`src/rtl/sbd_regs.svh`:
```
// sbd_regs.svh: offsets, field positions, reset values and timing counts
// of the serial peripheral register block.
// assumes a 32-bit APB slave decoding an 8-bit byte address.
`ifndef SBD_REGS_SVH
`define SBD_REGS_SVH

// ----------------------------------------------------------------------
// register byte offsets
// ----------------------------------------------------------------------
`define SBD_OFS_CTRL      8'h00
`define SBD_OFS_BAUD      8'h04
`define SBD_OFS_STAT      8'h08
`define SBD_OFS_DATA      8'h0C

// ----------------------------------------------------------------------
// first_control_register fields
// ----------------------------------------------------------------------
`define SBD_CTRL_EN       6
`define SBD_CTRL_TIE      5
`define SBD_CTRL_MASTER_SELECT     4
`define SBD_CTRL_FDEN     2
`define SBD_CTRL_SELECT_OUTPUT_ENABLE     1
`define SBD_CTRL_MASK     8'h76

// ----------------------------------------------------------------------
// baud_divisor_config fields
// ----------------------------------------------------------------------
`define SBD_PRE_LSB       4
`define SBD_RATE_LSB      0
`define SBD_BAUD_MASK     8'h77

// ----------------------------------------------------------------------
// serial_status_flags fields
// ----------------------------------------------------------------------
`define SBD_ST_RF         7
`define SBD_ST_TEF        5
`define SBD_ST_MODE_FAULT_FLAG       4

// ----------------------------------------------------------------------
// reset values
// ----------------------------------------------------------------------
`define SBD_CTRL_RST      8'h00
`define SBD_BAUD_RST      8'h00
`define SBD_DATA_RST      8'h00

// ----------------------------------------------------------------------
// timing
// ----------------------------------------------------------------------
`define SBD_CLK_NS        100
`define SBD_LOAD_MAX_NS   200
`define SBD_LOAD_MAX_CYC  (`SBD_LOAD_MAX_NS / `SBD_CLK_NS)
`define SBD_FRAME_EDGES   16

`endif

```
`src/rtl/sbd_pkg.sv`:
```
// sbd_pkg.sv: types shared by the serial peripheral register block.
// assumes nothing of its surroundings.
package sbd_pkg;

   typedef enum logic [0:0] {
      SBD_IDLE  = 1'b0,
      SBD_SHIFT = 1'b1
   } sbd_state_t;

   typedef struct packed {
      logic [2:0] prescale_select;
      logic [2:0] rate_divisor_select;
   } sbd_baud_t;

   typedef struct packed {
      logic sck;
      logic mosi;
      logic miso;
      logic ss_n;
   } sbd_pins_t;

endpackage : sbd_pkg

```
`src/rtl/sbd_baud_gen.sv`:
```
// sbd_baud_gen.sv: prescaler and rate divider for the serial clock.
// assumes run is held high for the whole of a master frame.
`timescale 1ns/100ps

module sbd_baud_gen (
   input  wire logic              pclk,
   input  wire logic              presetn,
   input  wire logic              run,
   input  wire sbd_pkg::sbd_baud_t baud,
   output logic                   half_tick
);
   import sbd_pkg::*;

   logic [2:0] pre_cnt;
   logic [6:0] rate_cnt;

   // half a serial period is prescale times half the rate divisor
   wire [7:0] rate_half = 8'h01 << baud.rate_divisor_select;
   wire [6:0] rate_last = 7'(rate_half - 8'h01);
   wire       pre_wrap  = (pre_cnt == baud.prescale_select);
   wire       rate_wrap = (rate_cnt == rate_last);

   always_ff @(posedge pclk or negedge presetn) begin
      if (!presetn) begin
         pre_cnt   <= 3'h0;
         rate_cnt  <= 7'h00;
         half_tick <= 1'b0;
      end else if (!run) begin
         pre_cnt   <= 3'h0;
         rate_cnt  <= 7'h00;
         half_tick <= 1'b0;
      end else begin
         pre_cnt   <= pre_wrap ? 3'h0 : pre_cnt + 3'h1;
         if (pre_wrap) begin
            rate_cnt <= rate_wrap ? 7'h00 : rate_cnt + 7'h01;
         end
         half_tick <= pre_wrap & rate_wrap;
      end
   end

endmodule : sbd_baud_gen

```
`src/rtl/sbd_spi_regs.sv`:
```
// sbd_spi_regs.sv: APB register side of the serial peripheral block,
// with baud generator, status flags, data buffers and mode-0 shifter.
// assumes an APB master on pclk; link pins are asynchronous to pclk.
//
// The address map and the APB register port were decided locally.
`timescale 1ns/100ps
`include "sbd_regs.svh"

// How it works
// - prescale divides the bus clock by field value plus one
// - rate divider divides further by two to two hundred fifty-six
// - rate divider output is the master serial clock
// - baud register readable and writable at any time
// - unused status bits read zero; status writes ignored
// - receive-full sets when a transfer completes
// - receive-full clears on status read seeing it, then data read
// - transmit-empty shows buffer room; cleared by status read then write
// - data write without prior status read seeing empty is discarded
// - transmit-empty sets when buffer byte moves to shifter
// - idle block moves written byte to shifter within two cycles
// - finished frame reloads queued byte and sets transmit-empty
// - nothing queued at frame end leaves transmit-empty set
// - interrupt request while transmit-empty and its enable are set
// - mode fault sets on select falling in guarded master mode only
// - mode fault clears on status read seeing it, then control write
// - data reads give receive buffer, writes fill transmit buffer
// - in master mode a buffered byte starts a transfer
// - unread receive buffer keeps old byte; new byte is dropped
// - disabling halts transfer, clears buffers, sets transmit-empty
// - master-select chooses master or slave; only master drives clock
module sbd_spi_regs (
   input  wire logic        pclk,
   input  wire logic        presetn,
   input  wire logic        psel,
   input  wire logic        penable,
   input  wire logic        pwrite,
   input  wire logic [7:0]  paddr,
   input  wire logic [31:0] pwdata,
   output logic      [31:0] prdata,
   output logic             pready,
   output logic             pslverr,
   input  wire logic        sck_i,
   output logic             sck_o,
   output logic             sck_oe,
   input  wire logic        mosi_i,
   output logic             mosi_o,
   output logic             mosi_oe,
   input  wire logic        miso_i,
   output logic             miso_o,
   output logic             miso_oe,
   input  wire logic        ss_n_i,
   output logic             ss_n_o,
   output logic             ss_n_oe,
   output logic             irq
);
   import sbd_pkg::*;

   localparam logic [3:0] LAST_EDGE = 4'(`SBD_FRAME_EDGES - 1);
   localparam int         LOAD_CYC  = `SBD_LOAD_MAX_CYC;

   logic [7:0] ctrl_q;
   logic [7:0] baud_q;
   logic [7:0] tx_buf;
   logic [7:0] rx_buf;
   logic [7:0] sh_reg;
   logic       tx_full;
   logic       sh_full;
   logic       rf;
   logic       mode_fault_flag;
   logic       rf_seen;
   logic       tef_seen;
   logic       mode_fault_flag_seen;
   logic       samp;
   logic       out_bit;
   logic       sck_q;
   logic       ss_q;
   logic       half_tick;
   logic [3:0] edge_cnt;
   sbd_state_t state;
   sbd_pins_t  pin_s;
   sbd_baud_t  baud_cfg;

   // ----------------------------------------------------------------
   // pin synchronisers
   // ----------------------------------------------------------------
   sbd_sync #(
      .WIDTH   (4),
      .RST_VAL (4'h1)
   ) u_sync (
      .pclk    (pclk),
      .presetn (presetn),
      .d       ({sck_i, mosi_i, miso_i, ss_n_i}),
      .q       (pin_s)
   );

   // ----------------------------------------------------------------
   // control decode
   // ----------------------------------------------------------------
   wire en   = ctrl_q[`SBD_CTRL_EN];
   wire tie  = ctrl_q[`SBD_CTRL_TIE];
   wire master_select = ctrl_q[`SBD_CTRL_MASTER_SELECT];
   wire fden = ctrl_q[`SBD_CTRL_FDEN];
   wire select_output_enable = ctrl_q[`SBD_CTRL_SELECT_OUTPUT_ENABLE];
   wire tef  = ~tx_full;
   assign baud_cfg = {baud_q[`SBD_PRE_LSB +: 3], baud_q[`SBD_RATE_LSB +: 3]};

   // ----------------------------------------------------------------
   // bus decode
   // ----------------------------------------------------------------
   wire acc      = psel & penable & ~pready;
   wire fin      = psel & penable & pready;
   wire hit_ctrl = (paddr == `SBD_OFS_CTRL);
   wire hit_baud = (paddr == `SBD_OFS_BAUD);
   wire hit_stat = (paddr == `SBD_OFS_STAT);
   wire hit_data = (paddr == `SBD_OFS_DATA);
   wire hit_any  = hit_ctrl | hit_baud | hit_stat | hit_data;
   wire wr_ctrl  = fin & pwrite & hit_ctrl;
   wire wr_baud  = fin & pwrite & hit_baud;
   wire wr_data  = fin & pwrite & hit_data;
   wire rd_stat  = fin & ~pwrite & hit_stat;
   wire rd_data  = fin & ~pwrite & hit_data;
   wire data_ok  = wr_data & tef_seen;
   wire rf_clr   = rd_data & rf_seen;
   wire mode_fault_flag_clr = wr_ctrl & mode_fault_flag_seen;

   wire [7:0] stat_vec = (8'(rf) << `SBD_ST_RF)
                       | (8'(tef) << `SBD_ST_TEF)
                       | (8'(mode_fault_flag) << `SBD_ST_MODE_FAULT_FLAG);
   wire [7:0] rd_mux = hit_ctrl ? ctrl_q :
                       hit_baud ? baud_q :
                       hit_stat ? stat_vec :
                       hit_data ? rx_buf : 8'h00;

   // ----------------------------------------------------------------
   // shifter decode
   // ----------------------------------------------------------------
   wire sck_rise  = pin_s.sck & ~sck_q;
   wire sck_fall  = ~pin_s.sck & sck_q;
   wire ss_fall   = ss_q & ~pin_s.ss_n;
   wire rise_ev   = master_select ? (half_tick & ~sck_o) : sck_rise;
   wire fall_ev   = master_select ? (half_tick & sck_o) : sck_fall;
   // master reads miso after the synchroniser: half periods under
   // three cycles sample the previous bit
   wire in_bit    = master_select ? pin_s.miso : pin_s.mosi;
   wire shifting  = (state == SBD_SHIFT);
   wire xfer_done = shifting & fall_ev & (edge_cnt == LAST_EDGE);
   wire load_sh   = en & tx_full & ~sh_full & ~shifting;
   wire rx_load   = xfer_done & (~rf | rf_clr);
   wire mode_fault_flag_set  = en & master_select & fden & ~select_output_enable & ss_fall;
   wire slv_abort = shifting & ~master_select & pin_s.ss_n;

   sbd_baud_gen u_baud (
      .pclk      (pclk),
      .presetn   (presetn),
      .run       (en & master_select & shifting),
      .baud      (baud_cfg),
      .half_tick (half_tick)
   );

   // ----------------------------------------------------------------
   // APB answer
   // ----------------------------------------------------------------
   always_ff @(posedge pclk or negedge presetn) begin
      if (!presetn) begin
         pready  <= 1'b0;
         pslverr <= 1'b0;
         prdata  <= 32'h0000_0000;
      end else begin
         pready  <= acc;
         pslverr <= acc & ~hit_any;
         prdata  <= (acc & ~pwrite) ? {24'h00_0000, rd_mux} : 32'h0000_0000;
      end
   end

   // ----------------------------------------------------------------
   // configuration registers
   // ----------------------------------------------------------------
   always_ff @(posedge pclk or negedge presetn) begin
      if (!presetn) begin
         ctrl_q <= `SBD_CTRL_RST;
         baud_q <= `SBD_BAUD_RST;
      end else begin
         if (wr_ctrl) begin
            ctrl_q <= pwdata[7:0] & `SBD_CTRL_MASK;
         end
         if (wr_baud) begin
            baud_q <= pwdata[7:0] & `SBD_BAUD_MASK;
         end
      end
   end

   // ----------------------------------------------------------------
   // status read arming and flags
   // ----------------------------------------------------------------
   always_ff @(posedge pclk or negedge presetn) begin
      if (!presetn) begin
         rf_seen   <= 1'b0;
         tef_seen  <= 1'b0;
         mode_fault_flag_seen <= 1'b0;
         rf        <= 1'b0;
         mode_fault_flag      <= 1'b0;
      end else begin
         // arm on the value actually returned by the status read
         rf_seen   <= en & (rd_stat ? prdata[`SBD_ST_RF]
                                    : rf_seen & ~rd_data);
         tef_seen  <= en & (rd_stat ? prdata[`SBD_ST_TEF]
                                    : tef_seen & ~wr_data);
         mode_fault_flag_seen <= rd_stat ? prdata[`SBD_ST_MODE_FAULT_FLAG]
                              : mode_fault_flag_seen & ~wr_ctrl;
         rf        <= en & (rx_load | (rf & ~rf_clr));
         mode_fault_flag      <= mode_fault_flag_set | (mode_fault_flag & ~mode_fault_flag_clr);
      end
   end

   // ----------------------------------------------------------------
   // data buffers
   // ----------------------------------------------------------------
   always_ff @(posedge pclk or negedge presetn) begin
      if (!presetn) begin
         tx_buf  <= `SBD_DATA_RST;
         rx_buf  <= `SBD_DATA_RST;
         tx_full <= 1'b0;
      end else if (!en) begin
         tx_buf  <= `SBD_DATA_RST;
         rx_buf  <= `SBD_DATA_RST;
         tx_full <= 1'b0;
      end else begin
         if (data_ok) begin
            tx_buf  <= pwdata[7:0];
            tx_full <= 1'b1;
         end else if (load_sh) begin
            tx_full <= 1'b0;
         end
         if (rx_load) begin
            rx_buf <= {sh_reg[6:0], samp};
         end
      end
   end

   // ----------------------------------------------------------------
   // shift engine
   // ----------------------------------------------------------------
   always_ff @(posedge pclk or negedge presetn) begin
      if (!presetn) begin
         state    <= SBD_IDLE;
         sh_full  <= 1'b0;
         sh_reg   <= 8'h00;
         edge_cnt <= 4'h0;
         samp     <= 1'b0;
         sck_o    <= 1'b0;
         out_bit  <= 1'b0;
      end else if (!en) begin
         state    <= SBD_IDLE;
         sh_full  <= 1'b0;
         sh_reg   <= 8'h00;
         edge_cnt <= 4'h0;
         sck_o    <= 1'b0;
      end else if (load_sh) begin
         sh_reg   <= tx_buf;
         sh_full  <= 1'b1;
         out_bit  <= tx_buf[7];
         edge_cnt <= 4'h0;
         state    <= master_select ? SBD_SHIFT : SBD_IDLE;
      end else if (!shifting) begin
         edge_cnt <= 4'h0;
         if (!master_select && !pin_s.ss_n) begin
            state <= SBD_SHIFT;
         end
      end else if (slv_abort) begin
         state    <= SBD_IDLE;
         edge_cnt <= 4'h0;
      end else begin
         if (master_select && half_tick) begin
            sck_o <= ~sck_o;
         end
         if (rise_ev) begin
            samp <= in_bit;
         end
         if (fall_ev) begin
            sh_reg  <= {sh_reg[6:0], samp};
            out_bit <= sh_reg[6];
         end
         if (rise_ev || fall_ev) begin
            edge_cnt <= edge_cnt + 4'h1;
         end
         if (xfer_done) begin
            state   <= SBD_IDLE;
            sh_full <= 1'b0;
         end
      end
   end

   // ----------------------------------------------------------------
   // pin drivers and interrupt
   // ----------------------------------------------------------------
   always_ff @(posedge pclk or negedge presetn) begin
      if (!presetn) begin
         sck_q   <= 1'b0;
         ss_q    <= 1'b1;
         sck_oe  <= 1'b0;
         mosi_oe <= 1'b0;
         miso_oe <= 1'b0;
         ss_n_oe <= 1'b0;
         ss_n_o  <= 1'b1;
         irq     <= 1'b0;
      end else begin
         sck_q   <= pin_s.sck;
         ss_q    <= pin_s.ss_n;
         sck_oe  <= en & master_select;
         mosi_oe <= en & master_select;
         miso_oe <= en & ~master_select & ~pin_s.ss_n;
         ss_n_oe <= en & master_select & fden & select_output_enable;
         ss_n_o  <= ~shifting;
         irq     <= tef & tie;
      end
   end

   assign mosi_o = out_bit;
   assign miso_o = out_bit;
endmodule : sbd_spi_regs

```
`src/rtl/sbd_sync.sv`:
```
// sbd_sync.sv: two flip-flop synchroniser, one per bit.
// assumes asynchronous inputs; output is safe in the pclk domain.
`timescale 1ns/100ps

module sbd_sync #(
   parameter int  WIDTH = 4,
   parameter logic [WIDTH-1:0] RST_VAL = '0
) (
   input  wire logic             pclk,
   input  wire logic             presetn,
   input  wire logic [WIDTH-1:0] d,
   output logic      [WIDTH-1:0] q
);
   if (WIDTH < 1) begin : g_chk
      $error("sbd_sync: WIDTH must be at least 1");
   end

   for (genvar i = 0; i < WIDTH; i++) begin : g_bit
      logic meta;
      always_ff @(posedge pclk or negedge presetn) begin
         if (!presetn) begin
            meta <= RST_VAL[i];
            q[i] <= RST_VAL[i];
         end else begin
            meta <= d[i];
            q[i] <= meta;
         end
      end
   end

endmodule : sbd_sync

```
`config.mk`:
```
export PLATFORM = sky130hd
export DESIGN_NAME = sbd_spi_regs
export DESIGN_NICKNAME = d
export VERILOG_FILES = /design/src/rtl/sbd_pkg.sv /design/src/rtl/sbd_baud_gen.sv /design/src/rtl/sbd_spi_regs.sv /design/src/rtl/sbd_sync.sv
export VERILOG_INCLUDE_DIRS = /design/src /design/src/rtl
export SDC_FILE = /design/constraint.sdc
export NUM_CORES = 1
export LEC_CHECK = 0
export ABC_AREA = 0
export BUFFER_PORTS_ARGS = -buffer_cell sky130_fd_sc_hd__buf_2
export CORE_ASPECT_RATIO = 1.2
export CORE_UTILIZATION = 43
export CTS_CLUSTER_SIZE = 20
export DETAILED_ROUTE_END_ITERATION = 16
export PLACE_DENSITY_LB_ADDON = 0.08
export SYNTH_ARGS = -nofsm -noshare
export SYNTH_HDL_FRONTEND = slang
export SYNTH_SLANG_ARGS = --single-unit
export TNS_END_PERCENT = 20
```
`constraint.sdc`:
```
create_clock -name pclk -period 4.3 [get_ports pclk]
set_clock_uncertainty 0.05 [all_clocks]
set_input_delay 0.215 -clock pclk [delete_from_list [all_inputs] [get_ports pclk]]
set_output_delay 0.215 -clock pclk [all_outputs]
set_load 0.05 [all_outputs]
```
==> results.txt <==
Status = complete, but fails checks
Failing checks = negative hold slack
DR iter-0 viols = 122
Endpoint class of the critical path = register
Post-route DRC violation count = 0
Max-slew violation count = 0
Post-synthesis sequential area ratio = 0.5345
Power per standard cell area = 344.4 nW/um^2
Nets = 456
TritonRoute pass-1 iters = 4
Leak Pwr = 2.156 nW
First-pass GRT wire length = 13500 um
Max H-tree Level = 3
CTS tree = yes
Initial antenna violation count = 0
Die Ht = 107.5 um
#FFs+latches synth = 85
Ys async rst share = 1.000
Total GRT Usage = 0.1828
Final setup vio count = 0
Vias in the first global route = 2608
Hold WS = -10.51 ps
Hold Crit Class = in2async
Main flop type after synthesis = dfrtp_1
Critical Path AT = 2500 ps
Synthesized area per cell = 11.08 sq um
RSZ-0062 raised after global routing = false
Diode count = 0
Vias per inst = 5.038
Fin Setup TNS = 0 ps
Sequential standard cell area = 2132 sq um
Area grow syn2layout = 11.61%
Area taken by multi-input logic gates = 1648 sq um
Post-Syn Instances = 360
Final Hold Fails = 6
Minimum clock period = 2269 ps
Placed Instances = 508
Vias post-DR = 2665
Achievable Freq = 440.8 MHz
Initial core utilization = 0.4416
Worst Setup Path Type = reg2reg
Fraction of layout cells with a size suffix above 1 = 0.2078
Number of synthesized flops with an enable pin = 0
Final wirelength = 8103 um
CTS sink count = 85
ANT nets after route = 0
Total clock buffers created by CTS = 9
CP required = 4530 ps
Top flop regs = prdata: 8 flops, rx_buf: 8 flops, tx_buf: 8 flops
GP Congestion = 0.7377
VDD IR-drop max = 0.2082 mV
Max-slew headroom = 0.2852
Synth cell types = 58
Hpwl dp = 5544 um
Global route overflow = 0
Reg clk slew, reported paths = 90 ps
CP Max Fanout = 17
Max Cap Viol = 0
Fin crit share = 0.5276
Worst skew pair latency = 360 ps
IO Pins = 92
Die footprint = 9667 sq um
Core area = 9034 sq um
Largest net degree at the start of global routing = 86
Worst slew pin tran = 1072 ps
Row Count = 38
Buffers on Ports = 43
Fin cells = 529
Clock buffer depth = 2
Root Buffer = clkbuf_8
Synthesized area = 3989 sq um
Fillers = 889
Die X = 89.92 um
YS warnings = 0
WL/cell = 15.32 um
Startpoint Class = register
[cell families (layout without fill, tap and decap cells)]
group / count (synthesis) / after routing / share of synthesized area
adders and majority gates: 3 / 3 / 0.009411
other: 1 / 24 / 0.0009401
xor gates and xnor gates: 16 / 16 / 0.03513
and+or+nand+nor: 116 / 116 / 0.1503
DFF: 85 / 85 / 0.5345
AOI/OAI and AO/OA: 55 / 55 / 0.09379
buffers and inverters: 47 / 73 / 0.07403
muxes: 37 / 37 / 0.1019
[metrics by stage]
stage | setup slack, ps | area (sq um) | hold slack [ps] | power [W] | util
floorplan | 2316 | 4075 | -130.6 | 0.0009110 | -
global placement | 1999 | 4185 | 270.8 | 0.0009302 | 0.4633
detailed placement | 1999 | 4185 | 272.0 | 0.0009307 | 0.4633
CTS | 1972 | 4452 | 6.371 | 0.001555 | 0.4928
global route | 1815 | 4452 | 21.35 | 0.001595 | 0.4928
finish | 2031 | 4452 | -10.51 | 0.001533 | 0.4928
[metal layers]
layer	wire, um	track usage	up-vias
met5	0	0	-
met4	125	0.07258	0
met3	330	0.03814	8
met2	3796	0.2852	61
met1	3850	0.2509	1293
li1	-	-	1303
[final cells by class]
| class | instances | share of cell area |
|---|---|---|
| clock buffer | 10 | 0.02867 |
| clock inverter | 6 | 0.01996 |
| inverter | 8 | 0.006745 |
| multi-input combinational | 251 | 0.3702 |
| sequential | 85 | 0.4789 |
| tap | 120 | 0.03373 |
| timing repair buffer | 49 | 0.06183 |
[worst max-delay path, cell delays in order (launching register included)]
cell	delay [ps]
dfrtp_1	520
clkinv_1	560
a21oi_1	830
a22o_1	250
[where the power goes]
part           leakage, nW  switching, W  internal (W)  total [W]
Combinational        0.903     0.0000860     0.0000210   0.000107
Sequential            1.15    0.00000370      0.000806   0.000810
Clock                0.102      0.000289      0.000327   0.000617
Total                 2.16      0.000379       0.00115    0.00153
[cells in the mapped netlist (6+ instances only)]
master,count,share of area
o21ai_0,15,0.019
nand2_1,31,0.029
buf_4,26,0.049
mux2i_1,23,0.058
nor3_1,10,0.013
a22o_1,9,0.020
a21oi_1,9,0.011
nand4_1,6,0.0094
and3_1,6,0.0094
mux2_2,9,0.025
inv_1,7,0.0066
xor2_1,11,0.024
nand3_1,7,0.0088
nor2_1,30,0.028
dfrtp_1,81,0.51
[path summary, 6_finish.rpt]
kind | endpoint | start | depth (start not counted) | slack, ps
max in group asynchronous | rx_buf[0]$_DFFE_PN0P_ | presetn | 1 | 3510
worst min-delay path | pslverr$_DFF_PN0_ | presetn | 1 | -10
worst max register to register | tx_buf[4]$_DFFE_PN0P_ | ctrl_q[6]$_DFFE_PN0P_ | 3 | 2030
worst min register to register | u_sync.q[2]$_DFF_PN0_ | u_sync.g_bit[2].meta$_DFF_PN0_ | 0 | 300
min in group pclk | tx_buf[7]$_DFFE_PN0P_ | pwdata[7] | 2 | 20
worst max-delay path | tx_buf[4]$_DFFE_PN0P_ | ctrl_q[6]$_DFFE_PN0P_ | 3 | 2030
[timing repair]
action / 4_1_cts / 5_1_grt
hold buffers: 5 / 0
hold endpoints to repair: 5 / 0
resized for setup: 0 / 0
setup buffers: 0 / 0
[layout by cell type (no fill, tap or decap), types with 5 or more instances in the layout]
master,count
nor3_1,10
xor2_1,11
nand4_1,6
xnor2_1,5
nand3_1,7
dlygate4sd3_1,5
nor2_1,30
nand2_1,31
inv_1,7
o22ai_1,5
o21ai_0,15
a21oi_1,9
mux2_2,9
dfrtp_1,81
clkbuf_8,9
mux2i_1,23
and3_1,6
mux2_4,5
a22o_1,9
conb_1,24
buf_2,42
(Power assumes the default switching activity.)
